===== src/hdl/spc_map.vh =====
`ifndef SPC_MAP_VH
`define SPC_MAP_VH

// Parallel word width and bit counter width
`define SPC_WORD_W 20
`define SPC_CNT_W 5
// Bit counter values
`define SPC_LAST_BIT 5'h13
`define SPC_MID_BIT 5'h09
`define SPC_COMMA_END 5'h06
`define SPC_COMMA_NEXT 5'h07
// Comma sits in bits 6..0 as 1111100 (bit 0 first on the line)
`define SPC_COMMA_PAT 7'h7c
`define SPC_COMMA_MSB 19
`define SPC_COMMA_LSB 13
// Sent when no word is waiting at a frame start
`define SPC_IDLE_WORD 20'h00000
// Transmit buffer
`define SPC_FIFO_DEPTH 2
`define SPC_FIFO_CNT_W 2
`define SPC_FIFO_FULL 2'h2

`endif


===== src/hdl/spc_serdes_port.v =====
`timescale 1ns/1ps
`default_nettype none
`include "spc_map.vh"

module spc_serdes_port (
  input wire i_clk,
  input wire i_rst_b,
  input wire i_ref_clk,
  input wire i_tx_word_clk,
  input wire [`SPC_WORD_W-1:0] i_tx_word,
  input wire i_tx_rate_select,
  input wire i_rx_rate_select,
  input wire i_legacy_rate_mode_n,
  input wire i_internal_loopback_en,
  input wire i_comma_detect_enable,
  input wire i_rx_p,
  input wire i_rx_n,
  output reg o_tx_word_ready,
  output reg o_tx_p,
  output reg o_tx_n,
  output reg [`SPC_WORD_W-1:0] o_rx_word,
  output reg o_recovered_word_clock,
  output reg o_recovered_word_clock_inv,
  output reg o_comma_found
);

  // One-hot serializer states
  localparam [1:0] TX_WAIT = 2'h1;
  localparam [1:0] TX_SEND = 2'h2;

  // Edge detectors on the two word-rate inputs
  // An input already high at release reads as a rise
  reg ref_prev_reg;
  reg txclk_prev_reg;
  wire ref_rise;
  wire txclk_rise;
  assign ref_rise = i_ref_clk & ~ref_prev_reg;
  assign txclk_rise = i_tx_word_clk & ~txclk_prev_reg;

  always @(posedge i_clk or negedge i_rst_b) begin
    if (!i_rst_b) begin
      ref_prev_reg <= 1'b0;
      txclk_prev_reg <= 1'b0;
    end else begin
      ref_prev_reg <= i_ref_clk;
      txclk_prev_reg <= i_tx_word_clk;
    end
  end

  // Effective rates
  // Receive select is ignored in legacy mode
  wire tx_full;
  wire rx_full;
  assign tx_full = i_tx_rate_select;
  assign rx_full = i_legacy_rate_mode_n ? i_rx_rate_select : i_tx_rate_select;

  // Two-entry transmit buffer
  // A push while full is dropped; ready is already low
  reg [`SPC_WORD_W-1:0] fifo_mem [0:`SPC_FIFO_DEPTH-1];
  reg fifo_wr_reg;
  reg fifo_rd_reg;
  reg [`SPC_FIFO_CNT_W-1:0] fifo_cnt_reg;
  reg [`SPC_FIFO_CNT_W-1:0] fifo_cnt_next;
  wire fifo_push;
  wire fifo_pop;
  wire [`SPC_WORD_W-1:0] fifo_head;

  assign fifo_push = txclk_rise & (fifo_cnt_reg != `SPC_FIFO_FULL);
  // one word drained per reference period
  assign fifo_pop = ref_rise & (fifo_cnt_reg != 2'h0);
  assign fifo_head = fifo_mem[fifo_rd_reg];

  genvar g;
  generate
    for (g = 0; g < `SPC_FIFO_DEPTH; g = g + 1) begin : gen_fifo
      always @(posedge i_clk or negedge i_rst_b) begin
        if (!i_rst_b) begin
          fifo_mem[g] <= `SPC_IDLE_WORD;
        end else if (fifo_push && (fifo_wr_reg == g)) begin
          fifo_mem[g] <= i_tx_word;
        end
      end
    end
  endgenerate

  always @* begin
    fifo_cnt_next = fifo_cnt_reg;
    if (fifo_push && !fifo_pop) begin
      fifo_cnt_next = fifo_cnt_reg + 2'h1;
    end else if (fifo_pop && !fifo_push) begin
      fifo_cnt_next = fifo_cnt_reg - 2'h1;
    end
  end

  always @(posedge i_clk or negedge i_rst_b) begin
    if (!i_rst_b) begin
      fifo_wr_reg <= 1'b0;
      fifo_rd_reg <= 1'b0;
      fifo_cnt_reg <= 2'h0;
      o_tx_word_ready <= 1'b1;
    end else begin
      if (fifo_push) begin
        fifo_wr_reg <= ~fifo_wr_reg;
      end
      if (fifo_pop) begin
        fifo_rd_reg <= ~fifo_rd_reg;
      end
      fifo_cnt_reg <= fifo_cnt_next;
      // Stalls the controller before a word is lost
      o_tx_word_ready <= (fifo_cnt_next != `SPC_FIFO_FULL);
    end
  end

  // Transmit serializer
  // Reference edge mid-frame restarts with the next word
  // An empty buffer sends the idle word instead
  reg [1:0] tx_state_reg;
  reg tx_ph_reg;
  reg [`SPC_CNT_W-1:0] tx_cnt_reg;
  reg [`SPC_WORD_W-1:0] tx_sr_reg;
  reg tx_bit_reg;
  reg tx_evt_reg;
  wire tx_bit_en;
  // full rate slot each cycle, half every other
  assign tx_bit_en = tx_full | tx_ph_reg;

  always @(posedge i_clk or negedge i_rst_b) begin
    if (!i_rst_b) begin
      tx_state_reg <= TX_WAIT;
      tx_ph_reg <= 1'b0;
      tx_cnt_reg <= 5'h00;
      tx_sr_reg <= `SPC_IDLE_WORD;
      tx_bit_reg <= 1'b0;
      tx_evt_reg <= 1'b0;
    end else begin
      tx_evt_reg <= 1'b0;
      tx_ph_reg <= ~tx_ph_reg;
      if (ref_rise) begin
        // reference edge starts twenty bit slots
        tx_state_reg <= TX_SEND;
        tx_ph_reg <= 1'b0;
        tx_cnt_reg <= 5'h00;
        if (fifo_pop) begin
          tx_bit_reg <= fifo_head[0];
          tx_sr_reg <= {1'b0, fifo_head[`SPC_WORD_W-1:1]};
        end else begin
          tx_bit_reg <= 1'b0;
          tx_sr_reg <= `SPC_IDLE_WORD;
        end
        tx_evt_reg <= 1'b1;
      end else begin
        case (tx_state_reg)
          TX_WAIT: begin
            tx_cnt_reg <= 5'h00;
          end
          TX_SEND: begin
            if (tx_bit_en) begin
              tx_bit_reg <= tx_sr_reg[0];
              tx_sr_reg <= {1'b0, tx_sr_reg[`SPC_WORD_W-1:1]};
              tx_evt_reg <= 1'b1;
              if (tx_cnt_reg == `SPC_LAST_BIT - 5'h01) begin
                tx_state_reg <= TX_WAIT;
              end
              tx_cnt_reg <= tx_cnt_reg + 5'h01;
            end
          end
          default: begin
            tx_state_reg <= TX_WAIT;
          end
        endcase
      end
    end
  end

  // Serial output pins
  // Reset value equals the parked state
  always @(posedge i_clk or negedge i_rst_b) begin
    if (!i_rst_b) begin
      o_tx_p <= 1'b1;
      o_tx_n <= 1'b0;
    end else if (i_internal_loopback_en) begin
      o_tx_p <= 1'b1;
      o_tx_n <= 1'b0;
    end else begin
      o_tx_p <= tx_bit_reg;
      o_tx_n <= ~tx_bit_reg;
    end
  end

  // Receive bit source
  // Sampler is single-ended; negative leg unused
  // Half rate uses alternate cycles of a free phase
  reg rx_ph_reg;
  wire rx_bit_en;
  wire rx_bit;
  wire rx_ext_unused;
  assign rx_ext_unused = i_rx_n;
  // loopback takes tx stream and its timing
  assign rx_bit_en = i_internal_loopback_en ? tx_evt_reg
                     : (rx_full | rx_ph_reg);
  assign rx_bit = i_internal_loopback_en ? tx_bit_reg : i_rx_p;

  // Deserializer and aligner
  reg [`SPC_WORD_W-1:0] rx_sr_reg;
  reg [`SPC_CNT_W-1:0] rx_cnt_reg;
  reg [`SPC_CNT_W-1:0] rclk_hi_reg;
  reg [`SPC_WORD_W-1:0] rx_sr_next;
  reg comma_seen;
  reg realign;
  reg word_done;

  always @* begin
    // new bit enters at the top, earliest drifts to bit 0
    rx_sr_next = {rx_bit, rx_sr_reg[`SPC_WORD_W-1:1]};
    comma_seen = (rx_sr_next[`SPC_COMMA_MSB:`SPC_COMMA_LSB]
                  == `SPC_COMMA_PAT);
    realign = i_comma_detect_enable & comma_seen
              & (rx_cnt_reg != `SPC_COMMA_END);
    // A realign swallows the word being counted
    word_done = ~realign & (rx_cnt_reg == `SPC_LAST_BIT);
  end

  // Bit position within the receive word
  always @(posedge i_clk or negedge i_rst_b) begin
    if (!i_rst_b) begin
      rx_ph_reg <= 1'b0;
      rx_sr_reg <= `SPC_IDLE_WORD;
      rx_cnt_reg <= 5'h00;
    end else begin
      rx_ph_reg <= ~rx_ph_reg;
      if (rx_bit_en) begin
        rx_sr_reg <= rx_sr_next;
        if (realign) begin
          // Comma already fills bits 0..6 of the new word
          rx_cnt_reg <= `SPC_COMMA_NEXT;
        end else if (word_done) begin
          rx_cnt_reg <= 5'h00;
        end else begin
          rx_cnt_reg <= rx_cnt_reg + 5'h01;
        end
      end
    end
  end

  // Parallel outputs and recovered word clock
  always @(posedge i_clk or negedge i_rst_b) begin
    if (!i_rst_b) begin
      rclk_hi_reg <= 5'h00;
      o_rx_word <= `SPC_IDLE_WORD;
      o_recovered_word_clock <= 1'b0;
      o_recovered_word_clock_inv <= 1'b1;
      o_comma_found <= 1'b0;
    end else begin
      if (rx_bit_en && word_done) begin
        rclk_hi_reg <= 5'h00;
        // word and flag set up with clock rise
        o_rx_word <= rx_sr_next;
        // rising edge marks a new word
        o_recovered_word_clock <= 1'b1;
        o_recovered_word_clock_inv <= 1'b0;
        o_comma_found <= i_comma_detect_enable
                         & (rx_sr_next[6:0] == `SPC_COMMA_PAT);
      end else if (rx_bit_en && o_recovered_word_clock) begin
        // high for ten bits; counted apart from the
        // word position so a realign cannot cut it short
        rclk_hi_reg <= rclk_hi_reg + 5'h01;
        if (rclk_hi_reg == `SPC_MID_BIT) begin
          o_recovered_word_clock <= 1'b0;
          o_recovered_word_clock_inv <= 1'b1;
        end
      end
      if (!i_comma_detect_enable) begin
        o_comma_found <= 1'b0;
      end
    end
  end

endmodule
`default_nettype wire


===== config.mk =====
export PLATFORM = sky130hd
export DESIGN_NAME = spc_serdes_port
export DESIGN_NICKNAME = d
export VERILOG_FILES = /design/src/hdl/spc_serdes_port.v
export VERILOG_INCLUDE_DIRS = /design/src /design/src/hdl
export SDC_FILE = /design/constraint.sdc
export NUM_CORES = 1
export LEC_CHECK = 0
export ABC_AREA = 0
export BUFFER_PORTS_ARGS = -buffer_cell sky130_fd_sc_hd__clkbuf_2
export CELL_PAD_IN_SITES_DETAIL_PLACEMENT = 0
export CELL_PAD_IN_SITES_GLOBAL_PLACEMENT = 2
export CORE_ASPECT_RATIO = 0.5
export CORE_MARGIN = 8
export CORE_UTILIZATION = 37
export DETAILED_ROUTE_END_ITERATION = 10
export GPL_ROUTABILITY_DRIVEN = 0
export GPL_TIMING_DRIVEN = 0
export PLACE_DENSITY = 0.84
export SLEW_MARGIN = 20
export SYNTH_ARGS = -nofsm -noshare
export SYNTH_HDL_FRONTEND = slang
export SYNTH_SLANG_ARGS = --single-unit

===== constraint.sdc =====
create_clock -name i_clk -period 1.98 [get_ports i_clk]
set_clock_uncertainty 0.1 [all_clocks]
set_input_delay 0.396 -clock i_clk [delete_from_list [all_inputs] [get_ports i_clk]]
set_output_delay 0.396 -clock i_clk [all_outputs]
set_load 0.05 [all_outputs]

==> results.sh <==
export IMPL_status="finished with violations"
export IMPL_failed_checks="setup timing"
export IMPL_cts_buffer_depth=2
export IMPL_area_growth_syn_to_layout_pct=26.4
export IMPL_worst_endpoint_required_ns=2.16
export IMPL_synth_top_flop_cell="dfrtp_1"
export IMPL_first_global_vias=3923
export IMPL_yosys_register_bits=131
export IMPL_power_mw=11.5
export IMPL_grt_pass1_wl_mm=19.9
export IMPL_synth_edf_count=0
export IMPL_min_delay_path_depth=1
export IMPL_synth_area_leaders="dfrtp_1 (55%), mux2_2 (16%), mux2_4 (3.7%)"
export IMPL_largest_reg_flops=40
export IMPL_port_buffers=55
export IMPL_path_cells="inv_2 -> ha_4 -> and4bb_1 -> or4_4 -> nand3_4 -> buf_12 -> mux2_4"
export IMPL_hold_violations=0
export IMPL_antenna_found_initial=0
export IMPL_worst_slack_ns=-0.110
export IMPL_grt_busiest_layer="met2"
export IMPL_regMostFlops="fifo_mem"
export IMPL_htreeDepth=4
export IMPL_cts_tree="yes"
export IMPL_synth_warnings=0
export IMPL_drv_cap=0
export IMPL_row_count=32
export IMPL_die_x_um=192
export IMPL_drive_above_1_share=0.424
export IMPL_ff2ff_path_depth=7
export IMPL_max_slew_margin=0.515
export IMPL_power_leakage_nw=3.28
export IMPL_whs_ns=0.0332
export IMPL_fin_nets=569
export IMPL_cp_top_family="simple AND/OR/NAND/NOR gates"
export IMPL_ys_seq_area_frac=0.572
export IMPL_core_mm2=0.0153
export IMPL_rsz0062_at_grt="yes"
export IMPL_p_per_area_mw_per_mm2=1580
export IMPL_cp_data_arrival_time_ns=2.27
export IMPL_io_pins=57
export IMPL_r2r_slack_ns=-0.11
export IMPL_cts_inserted_buffers=17
export IMPL_dieArea_mm2=0.0200
export IMPL_setup_viol=41
export IMPL_critPathMaxStageDelay_ns=0.44
export IMPL_worst_path_max_fanout=7
export IMPL_hp_start="i_tx_word_clk"
export IMPL_worstSetupEndpointType="register"
export IMPL_hold_class="input pin to register"
export IMPL_clock_latency_ns=0.41
export IMPL_avgSynthCellArea_um2=13.0
export IMPL_use_met3=0.0341
export IMPL_drt_wl_total_mm=11.9
export IMPL_synthDistinctLibCells=53
export IMPL_die_h_um=104
export IMPL_met1_usage=0.159
export IMPL_max_freq_mhz=479
export IMPL_cts_root_buffer="clkbuf_16"
export IMPL_diodes=0
export IMPL_worst_pin_slew_ns=0.721
export IMPL_ant_nets=0
export IMPL_top_regs="fifo_mem: 40 flops, o_rx_word: 20 flops"
export IMPL_fin_crit_ns=2.09
export IMPL_cts_sinks=131
export IMPL_path_buf_inv=2
export IMPL_grt_max_degree=69
export IMPL_slowest_stage="or4_4"
export IMPL_syn_area_mm2=0.00574
export IMPL_gr_usage_met2=0.197
export IMPL_num_vias=3752
export IMPL_slew_viol_final=0
export IMPL_path_clk_slew_ns=0.06
export IMPL_path_class="register to register"
export IMPL_drcViolationCount=0
export IMPL_whs_endpoint="txclk_prev_reg"
export IMPL_fillCellCount=1375
export IMPL_drt_iter0_drc=184
export IMPL_synth_top_cell_area_share=0.553
export IMPL_period_share=1.06
export IMPL_yosys_area_top_type="dfrtp_1"
export IMPL_grtUsageTotal=0.123
export IMPL_synth_nets=480
export IMPL_syn_inst=441
export IMPL_synthArstFlopShare=1.00
export IMPL_overflow=0
export IMPL_routedWlPerCell_um=16.0
export IMPL_r2r_end="o_rx_word[16]"
export IMPL_vdd_drop_max_mv=0.790
export IMPL_r2r_start="rx_cnt_reg[0]"
export IMPL_start_util=0.376
export IMPL_vias_per_cell=5.02
export IMPL_dr_pass1_iters=4
export IMPL_start_kind="register"
export IMPL_hpwl_mm=7.78
## repair_timing
action	CTS	global route
buffers inserted	8	3
hold endpoints to repair	63	0
setup endpoints to repair	86	70
hold buffers	1	0
pin swaps	2	3
cloned	2	1
gates resized for setup	26	32
## per-layer routing
metal / vias up / wire (um) / share of wire
met3: 5 / 464 / 0.039
li1: 1786 / - / -
met2: 57 / 5710 / 0.48
met4: 0 / 70 / 0.0059
met1: 1904 / 5690 / 0.48
met5: - / 0 / 0
## final cells by class
cell class	instances	area, um2	share of cell area
sequential	131	3280	0.452
multi-input combinational	277	2460	0.338
timing repair buffer	71	495	0.0682
clock buffer	20	467	0.0643
tap	204	255	0.0351
buffer	20	138	0.0189
clock inverter	12	123	0.0169
inverter	12	45.0	0.00620
## where the power goes
| part | leakage, nW | internal, mW | switching [mW] |
|---|---|---|---|
| clock | 0.280 | 1.85 | 1.22 |
| sequential | 1.56 | 3.80 | 0.752 |
| combinational | 1.44 | 1.93 | 1.91 |
| total | 3.28 | 7.59 | 3.88 |
## metrics by stage
step	instances	setup slack (ns)	setup TNS, ns	utilization	instance area [um2]
3_5_place_dp	701	-0.418	-21.54	0.413	6320
3_3_place_gp	700	-1.74	-243.08	0.411	6280
2_1_floorplan	441	-0.135	-2.01	-	5750
5_1_grt	747	-0.179	-5.11	0.475	7260
4_1_cts	744	-0.192	-3.76	0.464	7100
6_report	747	-0.110	-2.19	0.475	7260
## worst reg2reg max path: stages, from the launching register on
cell and delay (ns):
dfrtp_1 0.37, inv_2 0.06, ha_4 0.15, and4bb_1 0.21, or4_4 0.44, nand3_4 0.19, buf_12 0.16, mux2_4 0.30
## logic make-up (layout without fill, tap and decap cells)
kind of cell               Yosys count  after routing  synth area share
muxes                              102            102             0.208
adders and majority gates            8              8            0.0174
AOI/OAI and AO/OA                   81             81            0.0904
xor gates and xnor gates             4              4           0.00610
DFF                                131            131             0.572
buffers and inverters               33            135            0.0283
and+or+nand+nor                     82             82            0.0782
## layout by cell type (no fill, tap or decap), drive strengths merged, types with 5 or more instances in the layout
cell type	synthesis	layout
dfrtp	127	127
mux2	97	97
clkbuf	14	89
nor2	33	33
a21oi	24	24
buf	7	21
a22oi	20	20
o21ai	17	17
inv	12	16
nand3	9	9
ha	8	8
nand2	6	6
nand2b	5	5
mux2i	5	5
## synth_stat cells (all sizes together), types with 2 or more instances
| cell | number |
|---|---|
| nor3b | 2 |
| dfrtp | 127 |
| and2 | 2 |
| or3 | 2 |
| dfstp | 4 |
| mux2 | 97 |
| a31o | 2 |
| a22oi | 20 |
| buf | 7 |
| nor3 | 3 |
| nor2 | 33 |
| o211ai | 2 |
| xor2 | 2 |
| and4bb | 2 |
| nor4 | 3 |
| inv | 12 |
| nand2b | 5 |
| nand3b | 2 |
| nand2 | 6 |
| a21oi | 24 |
| or2 | 4 |
| clkbuf | 14 |
| mux2i | 5 |
| ha | 8 |
| a211oi | 2 |
| a31oi | 2 |
| a22o | 3 |
| nand3 | 9 |
| and4 | 2 |
| xnor2 | 2 |
| o21ai | 17 |
| o21a | 3 |
## worst max-delay path by stage
stage | startpoint | endpoint | slack, ns | cells past startpoint
finish | rx_cnt_reg[0] | o_rx_word[16] | -0.11 | 7
global route | rx_cnt_reg[0] | o_rx_word[11] | -0.18 | 7
CTS | rx_cnt_reg[0] | o_rx_word[11] | -0.19 | 8
detailed placement | fifo_cnt_reg[0] | fifo_mem[4] | -0.42 | 6
global placement | i_rst_b | o_rx_word[0] | -1.74 | 1
floorplan | rx_cnt_reg[0] | o_rx_word[10] | -0.14 | 8
No activity file was read; power rests on OpenSTA's default activity.
